$ cat config.mk
export PLATFORM = sky130hd
export DESIGN_NAME = rscm_measure
export DESIGN_NICKNAME = d
export VERILOG_FILES = /design/src/rscm_pkg.sv /design/src/rscm_div_if.sv /design/src/rscm_measure.sv /design/src/rscm_ref_divider.sv
export SDC_FILE = /design/constraint.sdc
export NUM_CORES = 1
export LEC_CHECK = 0
export ABC_AREA = 1
export BUFFER_PORTS_ARGS = -buffer_cell sky130_fd_sc_hd__buf_2
export CAP_MARGIN = 20
export CORE_MARGIN = 2
export CORE_UTILIZATION = 40
export CTS_CLUSTER_SIZE = 30
export DETAILED_ROUTE_END_ITERATION = 10
export GPL_TIMING_DRIVEN = 0
export MAX_ROUTING_LAYER = met4
export SYNTH_ARGS = -nofsm -noshare
export SYNTH_HDL_FRONTEND = slang
export SYNTH_SLANG_ARGS = --single-unit
$ cat constraint.sdc
create_clock -name ref_clk -period 2.8 [get_ports ref_clk]
set_input_delay 0.28 -clock ref_clk [delete_from_list [all_inputs] [get_ports ref_clk]]
set_output_delay 0.28 -clock ref_clk [all_outputs]
set_load 0.02 [all_outputs]
$ cat src/rscm_pkg.sv
`default_nettype none
package rscm_pkg;
  // kernel clock and measurement window
  localparam int unsigned RSCM_CLK_HZ = 10_000_000;
  localparam int unsigned RSCM_WINDOW_S = 32;
  localparam int unsigned RSCM_REF_DIV = 32;
  localparam int unsigned RSCM_SETTLE_S = 64;
  localparam int unsigned RSCM_CNT_W = 32;
  localparam int unsigned RSCM_MAG_W = 9;
  // kernel cycles expected in one window
  localparam logic [63:0] RSCM_EXP_CYC =
    64'(RSCM_CLK_HZ) * 64'(RSCM_WINDOW_S);
  localparam logic [RSCM_MAG_W-1:0] RSCM_MAG_MAX = 9'h1ff;
  localparam logic [RSCM_MAG_W-1:0] RSCM_MAG_RST = 9'h000;
  localparam logic RSCM_ADD_RST = 1'b0;

  typedef enum logic [0:0] {
    RSCM_WAIT_FIRST = 1'b0,
    RSCM_MEASURE = 1'b1
  } rscm_state_type;
endpackage : rscm_pkg
`default_nettype wire

$ cat src/rscm_div_if.sv
`timescale 1ns/10ps
`default_nettype none
// reference edges in, window events out
interface rscm_div_if;
  logic ref_edge;
  logic window_evt;
  modport div (input ref_edge, output window_evt);
  modport ctl (output ref_edge, input window_evt);
endinterface : rscm_div_if
`default_nettype wire

$ cat src/rscm_measure.sv
// Contract
// [RULE_01] divider emits one event per 32 reference rising edges, every 32 s
// [RULE_02] cycle counter counts kernel cycles, latches its count on each event
// [RULE_03] counter clears right after latching, one capture per window
// [RULE_04] capture compared to expected count, sets sign bit and 9-bit magnitude
// [RULE_05] measurement and correction repeat every window without stopping
// [RULE_06] corrected calibration settles within two windows, 64 seconds
// [RULE_07] cycle counter wider than 20 bits, no wrap in one window
// [RULE_08] with only a 16-bit counter, controller also counts its overflows
// [RULE_09] captured count holds unchanged between window events
`timescale 1ns/10ps
`default_nettype none
module rscm_measure
  import rscm_pkg::*;
#(
  parameter int unsigned CNT_W = RSCM_CNT_W,
  parameter logic [CNT_W-1:0] EXP_CYC = RSCM_EXP_CYC[CNT_W-1:0],
  parameter int unsigned REF_DIV = RSCM_REF_DIV
) (
  input wire logic ref_clk,
  input wire logic nrst,
  input wire logic ref_1hz,
  output logic window_event,
  output logic [CNT_W-1:0] captured_cycle_count,
  output logic calibration_add_pulses,
  output logic [RSCM_MAG_W-1:0] calibration_mask_pulses,
  output logic calibration_update
);
  // narrow counters would wrap inside a 32 s window
  if (CNT_W <= 20) begin : g_width_check // RULE_07
    $error("cycle counter must be wider than 20 bits");
  end

  // distance between capture and target, clipped to the field
  function automatic logic [RSCM_MAG_W-1:0] rscm_mag_clip(
    input logic [CNT_W-1:0] a,
    input logic [CNT_W-1:0] b
  );
    logic [CNT_W-1:0] d;
    d = (a >= b) ? (a - b) : (b - a);
    rscm_mag_clip = (d > CNT_W'(RSCM_MAG_MAX)) ? RSCM_MAG_MAX :
                    d[RSCM_MAG_W-1:0];
  endfunction : rscm_mag_clip

  // reference pin is asynchronous: two flops, then edge detect
  logic ref_s1_r;
  logic ref_s2_r;
  logic ref_s3_r;
  always_ff @(posedge ref_clk or negedge nrst) begin
    if (!nrst) begin
      ref_s1_r <= 1'b0;
      ref_s2_r <= 1'b0;
      ref_s3_r <= 1'b0;
    end else begin
      ref_s1_r <= ref_1hz;
      ref_s2_r <= ref_s1_r;
      ref_s3_r <= ref_s2_r;
    end
  end

  rscm_div_if div_bus ();
  assign div_bus.ref_edge = ref_s2_r & ~ref_s3_r;

  rscm_ref_divider #(
    .REF_DIV(REF_DIV)
  ) u_div (
    .ref_clk(ref_clk),
    .nrst(nrst),
    .bus(div_bus)
  );

  logic evt;
  assign evt = div_bus.window_evt;
  assign window_event = evt;

  // capture state
  rscm_state_type state_r;
  rscm_state_type state_nxt;
  logic [CNT_W-1:0] cnt_r;
  logic [CNT_W-1:0] cnt_nxt;
  logic [CNT_W-1:0] cap_r;
  logic [CNT_W-1:0] cap_nxt;
  logic upd_pend_r;
  logic upd_pend_nxt;

  // count includes the event cycle, so a capture is the exact spacing
  always_comb begin
    state_nxt = state_r;
    cnt_nxt = cnt_r + 1'b1; // RULE_02
    cap_nxt = cap_r; // RULE_09
    upd_pend_nxt = 1'b0;
    if (evt) begin
      cap_nxt = cnt_r + 1'b1; // RULE_02
      cnt_nxt = '0; // RULE_03
      case (state_r)
        // first window after reset is partial, so it is not trusted
        RSCM_WAIT_FIRST: begin
          state_nxt = RSCM_MEASURE;
        end
        RSCM_MEASURE: begin
          state_nxt = RSCM_MEASURE; // RULE_05
          upd_pend_nxt = 1'b1;
        end
        default: begin
          state_nxt = RSCM_WAIT_FIRST;
        end
      endcase
    end
  end

  always_ff @(posedge ref_clk or negedge nrst) begin
    if (!nrst) begin
      state_r <= RSCM_WAIT_FIRST;
      cnt_r <= '0;
      cap_r <= '0;
      upd_pend_r <= 1'b0;
    end else begin
      state_r <= state_nxt;
      cnt_r <= cnt_nxt;
      cap_r <= cap_nxt;
      upd_pend_r <= upd_pend_nxt;
    end
  end

  // calibration word, updated one cycle after each trusted capture
  logic add_r;
  logic add_nxt;
  logic [RSCM_MAG_W-1:0] mag_r;
  logic [RSCM_MAG_W-1:0] mag_nxt;
  logic upd_r;
  logic upd_nxt;

  // slow kernel clock needs pulses added, fast one needs pulses masked
  always_comb begin
    add_nxt = add_r;
    mag_nxt = mag_r;
    upd_nxt = 1'b0;
    if (upd_pend_r) begin
      add_nxt = (cap_r < EXP_CYC); // RULE_04
      mag_nxt = rscm_mag_clip(cap_r, EXP_CYC); // RULE_04
      upd_nxt = 1'b1; // RULE_06
    end
  end

  always_ff @(posedge ref_clk or negedge nrst) begin
    if (!nrst) begin
      add_r <= RSCM_ADD_RST;
      mag_r <= RSCM_MAG_RST;
      upd_r <= 1'b0;
    end else begin
      add_r <= add_nxt;
      mag_r <= mag_nxt;
      upd_r <= upd_nxt;
    end
  end

  assign captured_cycle_count = cap_r;
  assign calibration_add_pulses = add_r;
  assign calibration_mask_pulses = mag_r;
  assign calibration_update = upd_r;
endmodule : rscm_measure
`default_nettype wire

$ cat src/rscm_ref_divider.sv
`timescale 1ns/10ps
`default_nettype none
module rscm_ref_divider
  import rscm_pkg::*;
#(
  parameter int unsigned REF_DIV = RSCM_REF_DIV
) (
  input wire logic ref_clk,
  input wire logic nrst,
  rscm_div_if.div bus
);
  localparam int unsigned DW = $clog2(REF_DIV);
  localparam logic [DW-1:0] LAST = DW'(REF_DIV - 1);

  logic [DW-1:0] edge_cnt_r;
  logic [DW-1:0] edge_cnt_nxt;
  logic evt;

  // one event on every 32nd reference rising edge
  always_comb begin
    edge_cnt_nxt = edge_cnt_r;
    evt = 1'b0;
    if (bus.ref_edge) begin
      if (edge_cnt_r == LAST) begin // RULE_01
        edge_cnt_nxt = '0;
        evt = 1'b1;
      end else begin
        edge_cnt_nxt = edge_cnt_r + 1'b1;
      end
    end
  end

  always_ff @(posedge ref_clk or negedge nrst) begin
    if (!nrst) begin
      edge_cnt_r <= '0;
    end else begin
      edge_cnt_r <= edge_cnt_nxt;
    end
  end

  // event is a combinational one-cycle pulse on the edge cycle
  assign bus.window_evt = evt;

  // independent edge tally since the previous event, for checking only
  logic [7:0] chk_edges_r;
  always_ff @(posedge ref_clk or negedge nrst) begin
    if (!nrst) begin
      chk_edges_r <= 8'h00;
    end else if (bus.window_evt) begin
      chk_edges_r <= 8'h00;
    end else if (bus.ref_edge) begin
      chk_edges_r <= chk_edges_r + 8'h01;
    end
  end
endmodule : rscm_ref_divider
`default_nettype wire

# Yosys cells after proc, flatten, opt, wreduce, memory -nomap -nowiden
# Index checks and enable logic that the tools add are counted.
# word_totals
ff_bits	85
in_bits	3
out_inout_bits	44
elab_cells	30
# classes
add_sub_neg	4
magnitude_cmp	3
eq_ne	1
n_mux	9
bitwise	2
# op_table
cell	count
32-bit 2-to-1 mux	2
32-bit by 1-bit adder with 32-bit output, second input constant	1
32-bit by 29-bit greater-or-equal comparator with 1-bit output, second input constant	1
32-bit by 9-bit > comparator with 1-bit output, second input constant	1
32-bit by 29-bit < comparator with 1-bit output, second input constant	1
29-bit by 32-bit subtractor with 32-bit output, first input constant	1
32-bit by 29-bit subtractor with 32-bit output, second input constant	1
9-bit 2-to-1 mux	1
5-bit by 1-bit adder with 5-bit output, second input constant	1
5-bit == test, second input constant	1
1-bit 2-to-1 mux	5
5-bit 2-to-1 mux	1
1-bit bitwise AND	1
1-bit inverter	1

# Longest topological paths before layout
# Gate-level depths: netlist (run 1).
# logic_depth
ltp_word	4
ltp_mapped	20
ltp_nobuf	20

# Modules after synthesis
# A second synthesis (run 1) with hierarchy kept.
# unflattened
cells_unflattened	835
area_unflattened_um2	5635.4
# modules_own_cells
module	instances	cells_each	area_each_um2	seq_area_each_um2
rscm_measure	1	808	5360.1	2001.9
rscm_ref_divider	1	27	275.3	125.1

# Worst setup path before layout (run 1)
# OpenSTA, ideal clock, no wires.
# synth_path
path_kind	register to register
from	register cap_r[12], in the netlist captured_cycle_count[12]
to	register mag_r[0], in the netlist calibration_mask_pulses[0]
setup_time_ns	0.113
arrival_time_ns	2.246
t_required_ns	2.687
slack_ns	0.442
path_stages_with_launch	18
path_buffers	1
period_less_slack_ns	2.358
path_cell_list	dfrtp_1 > inv_1 > ha_1 > nor2_2 > nand3_2 > nand2_2 > nand2_2 > nand3_4 > buf_8 > nand2_1 > nand2_1 > nor2_1 > a21oi_2 > nand3_1 > nor2_4 > nand3_1 > nand2_1 > inv_1
# synth_between
elab_chain_cells	4
word_cells_on_any_way	6
classes_between	add/sub (2); order compare (2); mux (2)
# synth_lines
element	line_no	source
from (decl)	rscm_measure.sv:81	logic [CNT_W-1:0] cap_r;
from (signal assigned)	rscm_measure.sv:120	cap_r <= cap_nxt;
29-bit by 32-bit subtractor with 32-bit output (tied with other cells)	rscm_measure.sv:40	d = (a >= b) ? (a - b) : (b - a);
32-bit 2-to-1 mux (*)	rscm_measure.sv:40	
32-bit by 9-bit > comparator with 1-bit output	rscm_measure.sv:41	rscm_mag_clip = (d > CNT_W'(RSCM_MAG_MAX)) ? RSCM_MAG_MAX :
9-bit 2-to-1 mux (*)	rscm_measure.sv:41	
to (signal assigned)	rscm_measure.sv:152	mag_r <= mag_nxt;
to (decl)	rscm_measure.sv:128	logic [RSCM_MAG_W-1:0] mag_r;
# Mark *: on every way between the ends. The rest lies on a longest branch, timed or not.
# A chain may end at the register's enable or synchronous reset.

# Worst setup path after layout (run 1)
# layout_path
from	register cap_r[12], in the netlist captured_cycle_count[12]
to	register mag_r[8], in the netlist calibration_mask_pulses[8]
# The elaborated chain is that of the path after synthesis.

==> results of run 1 <==
how the worst min path moves through the flow:
stage / start / to / slack (ns) / cells past startpoint
finish: ref_1hz / ref_s1_r$_DFF_PN0_ / 0.04 / 1
CTS: ref_1hz / ref_s1_r$_DFF_PN0_ / 0.02 / 1
global placement: ref_s1_r$_DFF_PN0_ / ref_s2_r$_DFF_PN0_ / 0.34 / 0
floorplan: nrst / calibration_add_pulses$_DFFE_PN0P_ / -0.02 / 0
global route: ref_1hz / ref_s1_r$_DFF_PN0_ / 0.02 / 1
detailed placement: nrst / cnt_r[24]$_DFF_PN0_ / 0.16 / 1
sequential cells by signal (all words and copies together) (netlist names), 5 cells and up:
signal                   flops
captured_cycle_count        32
cnt_r                       32
calibration_mask_pulses      9
u_div.edge_cnt_r             5
worst reg2reg max path, delay by kind of cell, from the launching register on:
family	cells	cell delay (ns)
compound gates	2	0.25
buf+inv	3	0.36
flops	1	0.45
simple gates	11	1.48
cells in the final DEF (no fill, tap or decap), types with 20 or more instances in the layout:
cell type | synthesis | layout
buf_2 | 2 | 47
nand3_1 | 65 | 64
a21oi_1 | 20 | 20
inv_1 | 113 | 109
xor2_1 | 32 | 32
nor2_1 | 122 | 116
dfrtp_1 | 85 | 82
nand2_1 | 278 | 278
o21ai_0 | 48 | 47
cell type report:
| type | count | area (um^2) | share of cell area [%] |
|---|---|---|---|
| multi-input cells | 659 | 3220 | 47.3 |
| flip-flops and latches | 85 | 2130 | 31.3 |
| inverters | 124 | 475 | 6.99 |
| repair buffers | 58 | 345 | 5.08 |
| well taps | 184 | 230 | 3.39 |
| clock buffers | 10 | 229 | 3.37 |
| plain buffers | 17 | 98.8 | 1.45 |
| clock inverters | 6 | 71.3 | 1.05 |
through the flow:
step | utilization, % | worst slack, ns | hold WS, ns | area [um^2] | cells
2_1_floorplan | - | 0.442 | -0.0156 | 5850 | 883
3_3_place_gp | 43.8 | 0.0328 | 0.344 | 6310 | 1113
3_5_place_dp | 44.0 | 0.0194 | 0.161 | 6340 | 1114
4_1_cts | 46.1 | 0.0160 | 0.0192 | 6660 | 1131
5_1_grt | 47.1 | -0.0613 | 0.0248 | 6800 | 1143
6_report | 47.1 | 0.151 | 0.0375 | 6800 | 1143
power by group through the flow:
stage | registers [W] | logic (W) | clock network, W
4_1_cts | 0.00140 | 0.000642 | 0.00125
6_report | 0.00140 | 0.000653 | 0.00121
5_1_grt | 0.00141 | 0.000760 | 0.00131
3_3_place_gp | 0.00142 | 0.000626 | 0
3_5_place_dp | 0.00142 | 0.000638 | 0
2_1_floorplan | 0.00142 | 0.000455 | 0
per-layer routing:
layer | vias to the layer above | part of all wire (%) | wire length, um
met2 | 101 | 46 | 7580
met5 | - | 0 | 0
met4 | 0 | 1.9 | 307
met1 | 2617 | 47 | 7740
met3 | 21 | 4.3 | 694
li1 | 2885 | - | -
repair_timing:
item                                   4_1_cts  5_1_grt
resized for setup                            1       22
hold buffers                                 1        0
buffers inserted                             0       10
setup endpoints to repair                    1       10
pin swaps                                    0        4
gates cloned                                 0        2
endpoints found under the hold margin       14        0
kinds of logic after synthesis:
logic type | after synthesis | synth area share (%)
and+or+nand+nor | 533 | 39.7
buffers and inverters | 141 | 9.64
DFF | 85 | 36.3
AOI/OAI and AO/OA | 79 | 7.16
xor gates and xnor gates | 38 | 5.69
adders and majority gates | 7 | 1.50
==> reports/qor.yml, run 1 <==
status: "finished, final reports clean"
clk_pin_slew_ns: 0.07
drc: 0
relSlewSlack_pct: 64.2
slowest_delay_ns: 0.45
synth-edff-count: 0
tns_ns: 0
grt_pass1_wl_um: 26400
pin_count: 47
slew_violations: 0
synth_seq_cells: 85
area_delta_synth_final_pct: 16.1
worstMarginPinSlew_ns: 0.536
rsz0062_at_grt: "true"
synth_top_area_share_pct: 36.3
p_switching_w: 0.00102
crit_required_ns: 3.05
fin_crit_sh_pct: 94.6
routed_via_density: 4.92
die_h_um: 125
start_util_pct: 40.6
ys_top_cells_by_area: "dfrtp_1 36%, nand2_1 18%, nor2_1 7.8%, inv_1 7.2%, nand3_1 5.6%"
cts_max_level: 3
synth_nets: 893
p_seq_share_pct: 42.9
clk_path_buf_depth: 2
p_sw_share_pct: 31.2
routed_wirelength_um: 16300
synthTopCellsByCount: "278 x nand2_1, 122 x nor2_1, 113 x inv_1"
syn-instance-count: 883
synth_cell_types: 40
drt_iter0_drc: 311
final-setup-viol-count: 0
finalCriticalPeriod_ns: 2.65
routedWlPerCell_um: 14.3
arrival_ns: 2.90
p_leak_nw: 3.60
synthFlopType: "dfrtp_1"
via_count: 5624
netlist_area_mm2: 0.00585
critical_path_class: "reg2reg"
num_rows: 44
hpwlAfterDp_um: 12500
crit_chain: "clkinvlp_4 > buf_4 > nor2_1 > nand2_1 > nor2_2 > nand2_1 > nand2_1 > nand2_1 > a21oi_1 > a21oi_1 > nor2_1 > nand2_1 > nor2_2 > nand3_1 > nand2_1 > inv_1"
cp-end-kind: "register"
die_area_mm2: 0.0156
grt_max_degree: 72
antenna_cells: 0
use_met1_pct: 29.2
core_mm2: 0.0144
crit_path_max_fanout: 6
clk_root_buffer_cell: "clkbuf_16"
grt_pass1_vias: 5258
grt_util_met2_pct: 33.4
cp.depth: 16
drive_gt1_share_pct: 15.8
p_total_w: 0.00326
avgSynthCellArea_um2: 6.63
start_kind: "register"
p_int_w: 0.00224
r2r_end: "calibration_mask_pulses[8]$_DFFE_PN0P_"
fill_cells: 1523
cpMaxStageDelayCell: "dfrtp_2"
gr-usage-met3_pct: 4.02
gp_congestion: 0.918
combinationalPowerShare_pct: 20.0
io_buffers: 46
yosys_warnings: 0
reg2reg_slack_ns: 0.15
hold_viol_final: 0
antenna_left: 0
drt_first_pass_iters: 5
vdd_drop_max_uv: 243
final_nets: 964
cp_common_cell: "nand2_1"
reg2reg_depth: 16
reg2reg_from: "captured_cycle_count[12]$_DFFE_PN0P_"
tritoncts: "done"
synth_top_area_cell: "dfrtp_1"
p_clk_share_pct: 37.1
cap_violations: 0
holdCritPathClass: "in2reg"
cp_top_family: "simple AND/OR/NAND/NOR gates"
antenna_found_initial: 0
synthArstFlopShare_pct: 100
grtUsageTotal_pct: 21.9
finClkSkew_ns: 0.0109
cts_made_buffers: 9
die_w_um: 125
clkLatencyLatePin_ns: 0.35
grt_overflow: 0
crit_path_end: "calibration_mask_pulses[8]$_DFFE_PN0P_"
yosysMostFrequentCell: "nand2_1"
p_per_area_mw_per_mm2: 480
cp_num_buf_inv: 3
cts.sinks: 85
ys_seq_area_share_pct: 36.3
startpoint: "captured_cycle_count[12]$_DFFE_PN0P_"
max_freq_mhz: 377
grt-busiest-layer: "met2"
Power figures use the tool's default switching activity.
==> inputs of run 2 (changes only) <==
--- a/constraint.sdc
+++ b/constraint.sdc
@@ -3,2 +3,2 @@
 set_output_delay 0.28 -clock ref_clk [all_outputs]
-set_load 0.02 [all_outputs]
+set_load 0.01 [all_outputs]
==> run 2 against run 1 <==
  * Global-route usage is the same
  * Power shrank 0.37%
  * Sequential share of layout area grew 0.069 points
  * Cell count shrank 0.17%
  * Clock skew is essentially flat
  * Fmax shrank 0.25%
  * Flip-flop and latch count is the same
  * Register-to-register slack is essentially flat
  * Utilization shrank 0.10 points
  * Wire length shrank 0.19%
  * Clock power is essentially flat
  * Cell area shrank 0.22%
  * Largest power group unchanged
  * Highest routed layer unchanged
==> reports/qor.yml, run 2 (synthesis results as in run 1) <==
min_to: "ref_s1_r$_DFF_PN0_"
min-delay-start: "ref_1hz"
critical_path_class: "reg2reg"
drt_iter0_drc: 343  # +10%
gr-usage-met3_pct: 4.02  # unchanged
fill_cells: 1524  # +0.066%
antenna_found_initial: 0  # unchanged
holdCritPathClass: "in2reg"
cts_made_buffers: 9  # unchanged
final_nets: 962  # -0.21%
crit_required_ns: 3.05  # about the same
area_delta_synth_final_pct: 15.9
cts_max_level: 3  # unchanged
grt_max_degree: 72  # unchanged
finClkSkew_ns: 0.0109  # +0.0000366 ns
layout_commonest_cell: "nand2_1"
gp_congestion: 0.918  # unchanged
hpwlAfterDp_um: 12500  # unchanged
crit_path_max_fanout: 10  # +4
routed_wirelength_um: 16300  # -0.19%
use_met1_pct: 29.2  # unchanged
grt_overflow: 0  # unchanged
status: "finished, final reports clean"
fin_crit_sh_pct: 94.9  # +0.24 points
reg2reg_depth: 17  # +1
clk_root_buffer_cell: "clkbuf_16"
max_freq_mhz: 376  # -0.25%
grt-busiest-layer: "met2"
io_buffers: 46  # unchanged
worstMarginPinSlew_ns: 0.541  # +0.00488 ns
tritoncts: "done"
die_area_mm2: 0.0156  # unchanged
clk_path_buf_depth: 2  # unchanged
grt_util_met2_pct: 33.4  # unchanged
cts.sinks: 85  # unchanged
cp-end-kind: "register"
p_per_area_mw_per_mm2: 479  # -0.15%
num_rows: 44  # unchanged
holdPathStages: 1  # unchanged
arrival_ns: 2.91  # about the same
reg2reg_slack_ns: 0.14  # about the same
start_kind: "register"
final-setup-viol-count: 0  # unchanged
pin_count: 47  # unchanged
drc: 0  # unchanged
antenna_left: 0  # unchanged
hold_viol_final: 0  # unchanged
routedWlPerCell_um: 14.3  # about the same
start_util_pct: 40.6  # unchanged
vdd_drop_max_uv: 243  # about the same
die_h_um: 125  # unchanged
clk_pin_slew_ns: 0.07  # about the same
reg2reg_from: "captured_cycle_count[21]$_DFFE_PN0P_"
layout_common_cells: "277 x nand2_1, 117 x nor2_1, 109 x inv_1, 82 x dfrtp_1, 64 x nand3_1"
r2r_end: "calibration_mask_pulses[8]$_DFFE_PN0P_"
core_mm2: 0.0144  # unchanged
grt_pass1_wl_um: 26400  # unchanged
cap_violations: 0  # unchanged
slew_violations: 0  # unchanged
drt_first_pass_iters: 4  # -1
p_leak_nw: 3.59  # -0.20%
final_util_pct: 47.0  # -0.10 points
clkLatencyLatePin_ns: 0.35  # about the same
antenna_cells: 0  # unchanged
routed_via_density: 4.94  # +0.50%
via_count: 5642  # +0.32%
relSlewSlack_pct: 63.9  # -0.33 points
holdWs_ns: 0.0370  # -0.000446 ns
drive_gt1_share_pct: 15.7  # -0.18 points
finalCriticalPeriod_ns: 2.66  # +0.00662 ns
die_w_um: 125  # unchanged
grt_pass1_vias: 5258  # unchanged
grtUsageTotal_pct: 21.9  # unchanged
[run 2: cell types whose count changed in the layout (fill, tap and decap cells not counted), sizes merged]
cell / delta
buf: -2
[run 2: repair_timing]
action,in CTS,in global routing
gates cloned,0,2
resized for setup,1,22
hold buffers,1,0
endpoints found under the setup margin,1,10
pin swaps,0,3
buffers inserted,0,8
hold endpoints to repair,14,0
[run 2: metrics by stage]
step	cell area, um^2	std cells	setup slack (ns)	power, W	setup TNS (ns)
after detailed placement	6340	1114	0.0194	0.00205	0
after global routing	6780	1141	-0.0152	0.00346	-0.0556
after global placement	6310	1113	0.0328	0.00203	0
after CTS	6660	1131	0.0160	0.00328	0
after floorplan	5850	883	0.528	0.00187	0
final	6780	1141	0.144	0.00325	0
[run 2: cell type report]
class	instances	area (um^2)	share of cell area (%)
inverter	124	475	7.01
sequential	85	2130	31.4
clock buffer	10	229	3.38
buffer	17	98.8	1.46
tap	184	230	3.39
multi-input combinational	659	3220	47.4
clock inverter	6	71.3	1.05
timing repair buffer	56	330	4.87
[run 2: worst max path at each step]
| stage | startpoint | end | cells past startpoint |
|---|---|---|---|
| after floorplan | captured_cycle_count[12]$_DFFE_PN0P_ | calibration_mask_pulses[0]$_DFFE_PN0P_ | 17 |
| after global placement | captured_cycle_count[12]$_DFFE_PN0P_ | calibration_mask_pulses[8]$_DFFE_PN0P_ | 17 |
| after detailed placement | captured_cycle_count[13]$_DFFE_PN0P_ | calibration_mask_pulses[1]$_DFFE_PN0P_ | 18 |
| after CTS | captured_cycle_count[13]$_DFFE_PN0P_ | calibration_mask_pulses[1]$_DFFE_PN0P_ | 18 |
| after global routing | captured_cycle_count[12]$_DFFE_PN0P_ | calibration_mask_pulses[8]$_DFFE_PN0P_ | 18 |
| final | captured_cycle_count[21]$_DFFE_PN0P_ | calibration_mask_pulses[8]$_DFFE_PN0P_ | 17 |
[run 2: where the power goes]
part	internal (W)	leakage [nW]	switching (W)
Clock	0.000699	0.140	0.000511
Sequential	0.00132	1.15	0.0000778
Combinational	0.000224	2.30	0.000418
[run 2: critical path, cell delays in order, from the launching register on]
cell     delay [ns]
dfrtp_1        0.48
inv_2          0.18
nand2_1        0.16
nor2_4         0.19
nand2_4        0.07
nor2_4         0.11
nand2_4        0.10
nand3_4        0.12
inv_4          0.07
buf_6          0.16
nand2_1        0.07
nand3_1        0.13
nor2_2         0.15
nand3_4        0.13
nor2_2         0.21
nand3_1        0.10
nand2_1        0.07
inv_1          0.03
[run 2: layer usage]
metal	wire (um)	part of all wire [%]
met1	7650	47
met2	7560	46
met5	0	0
met4	297	1.8
met3	786	4.8
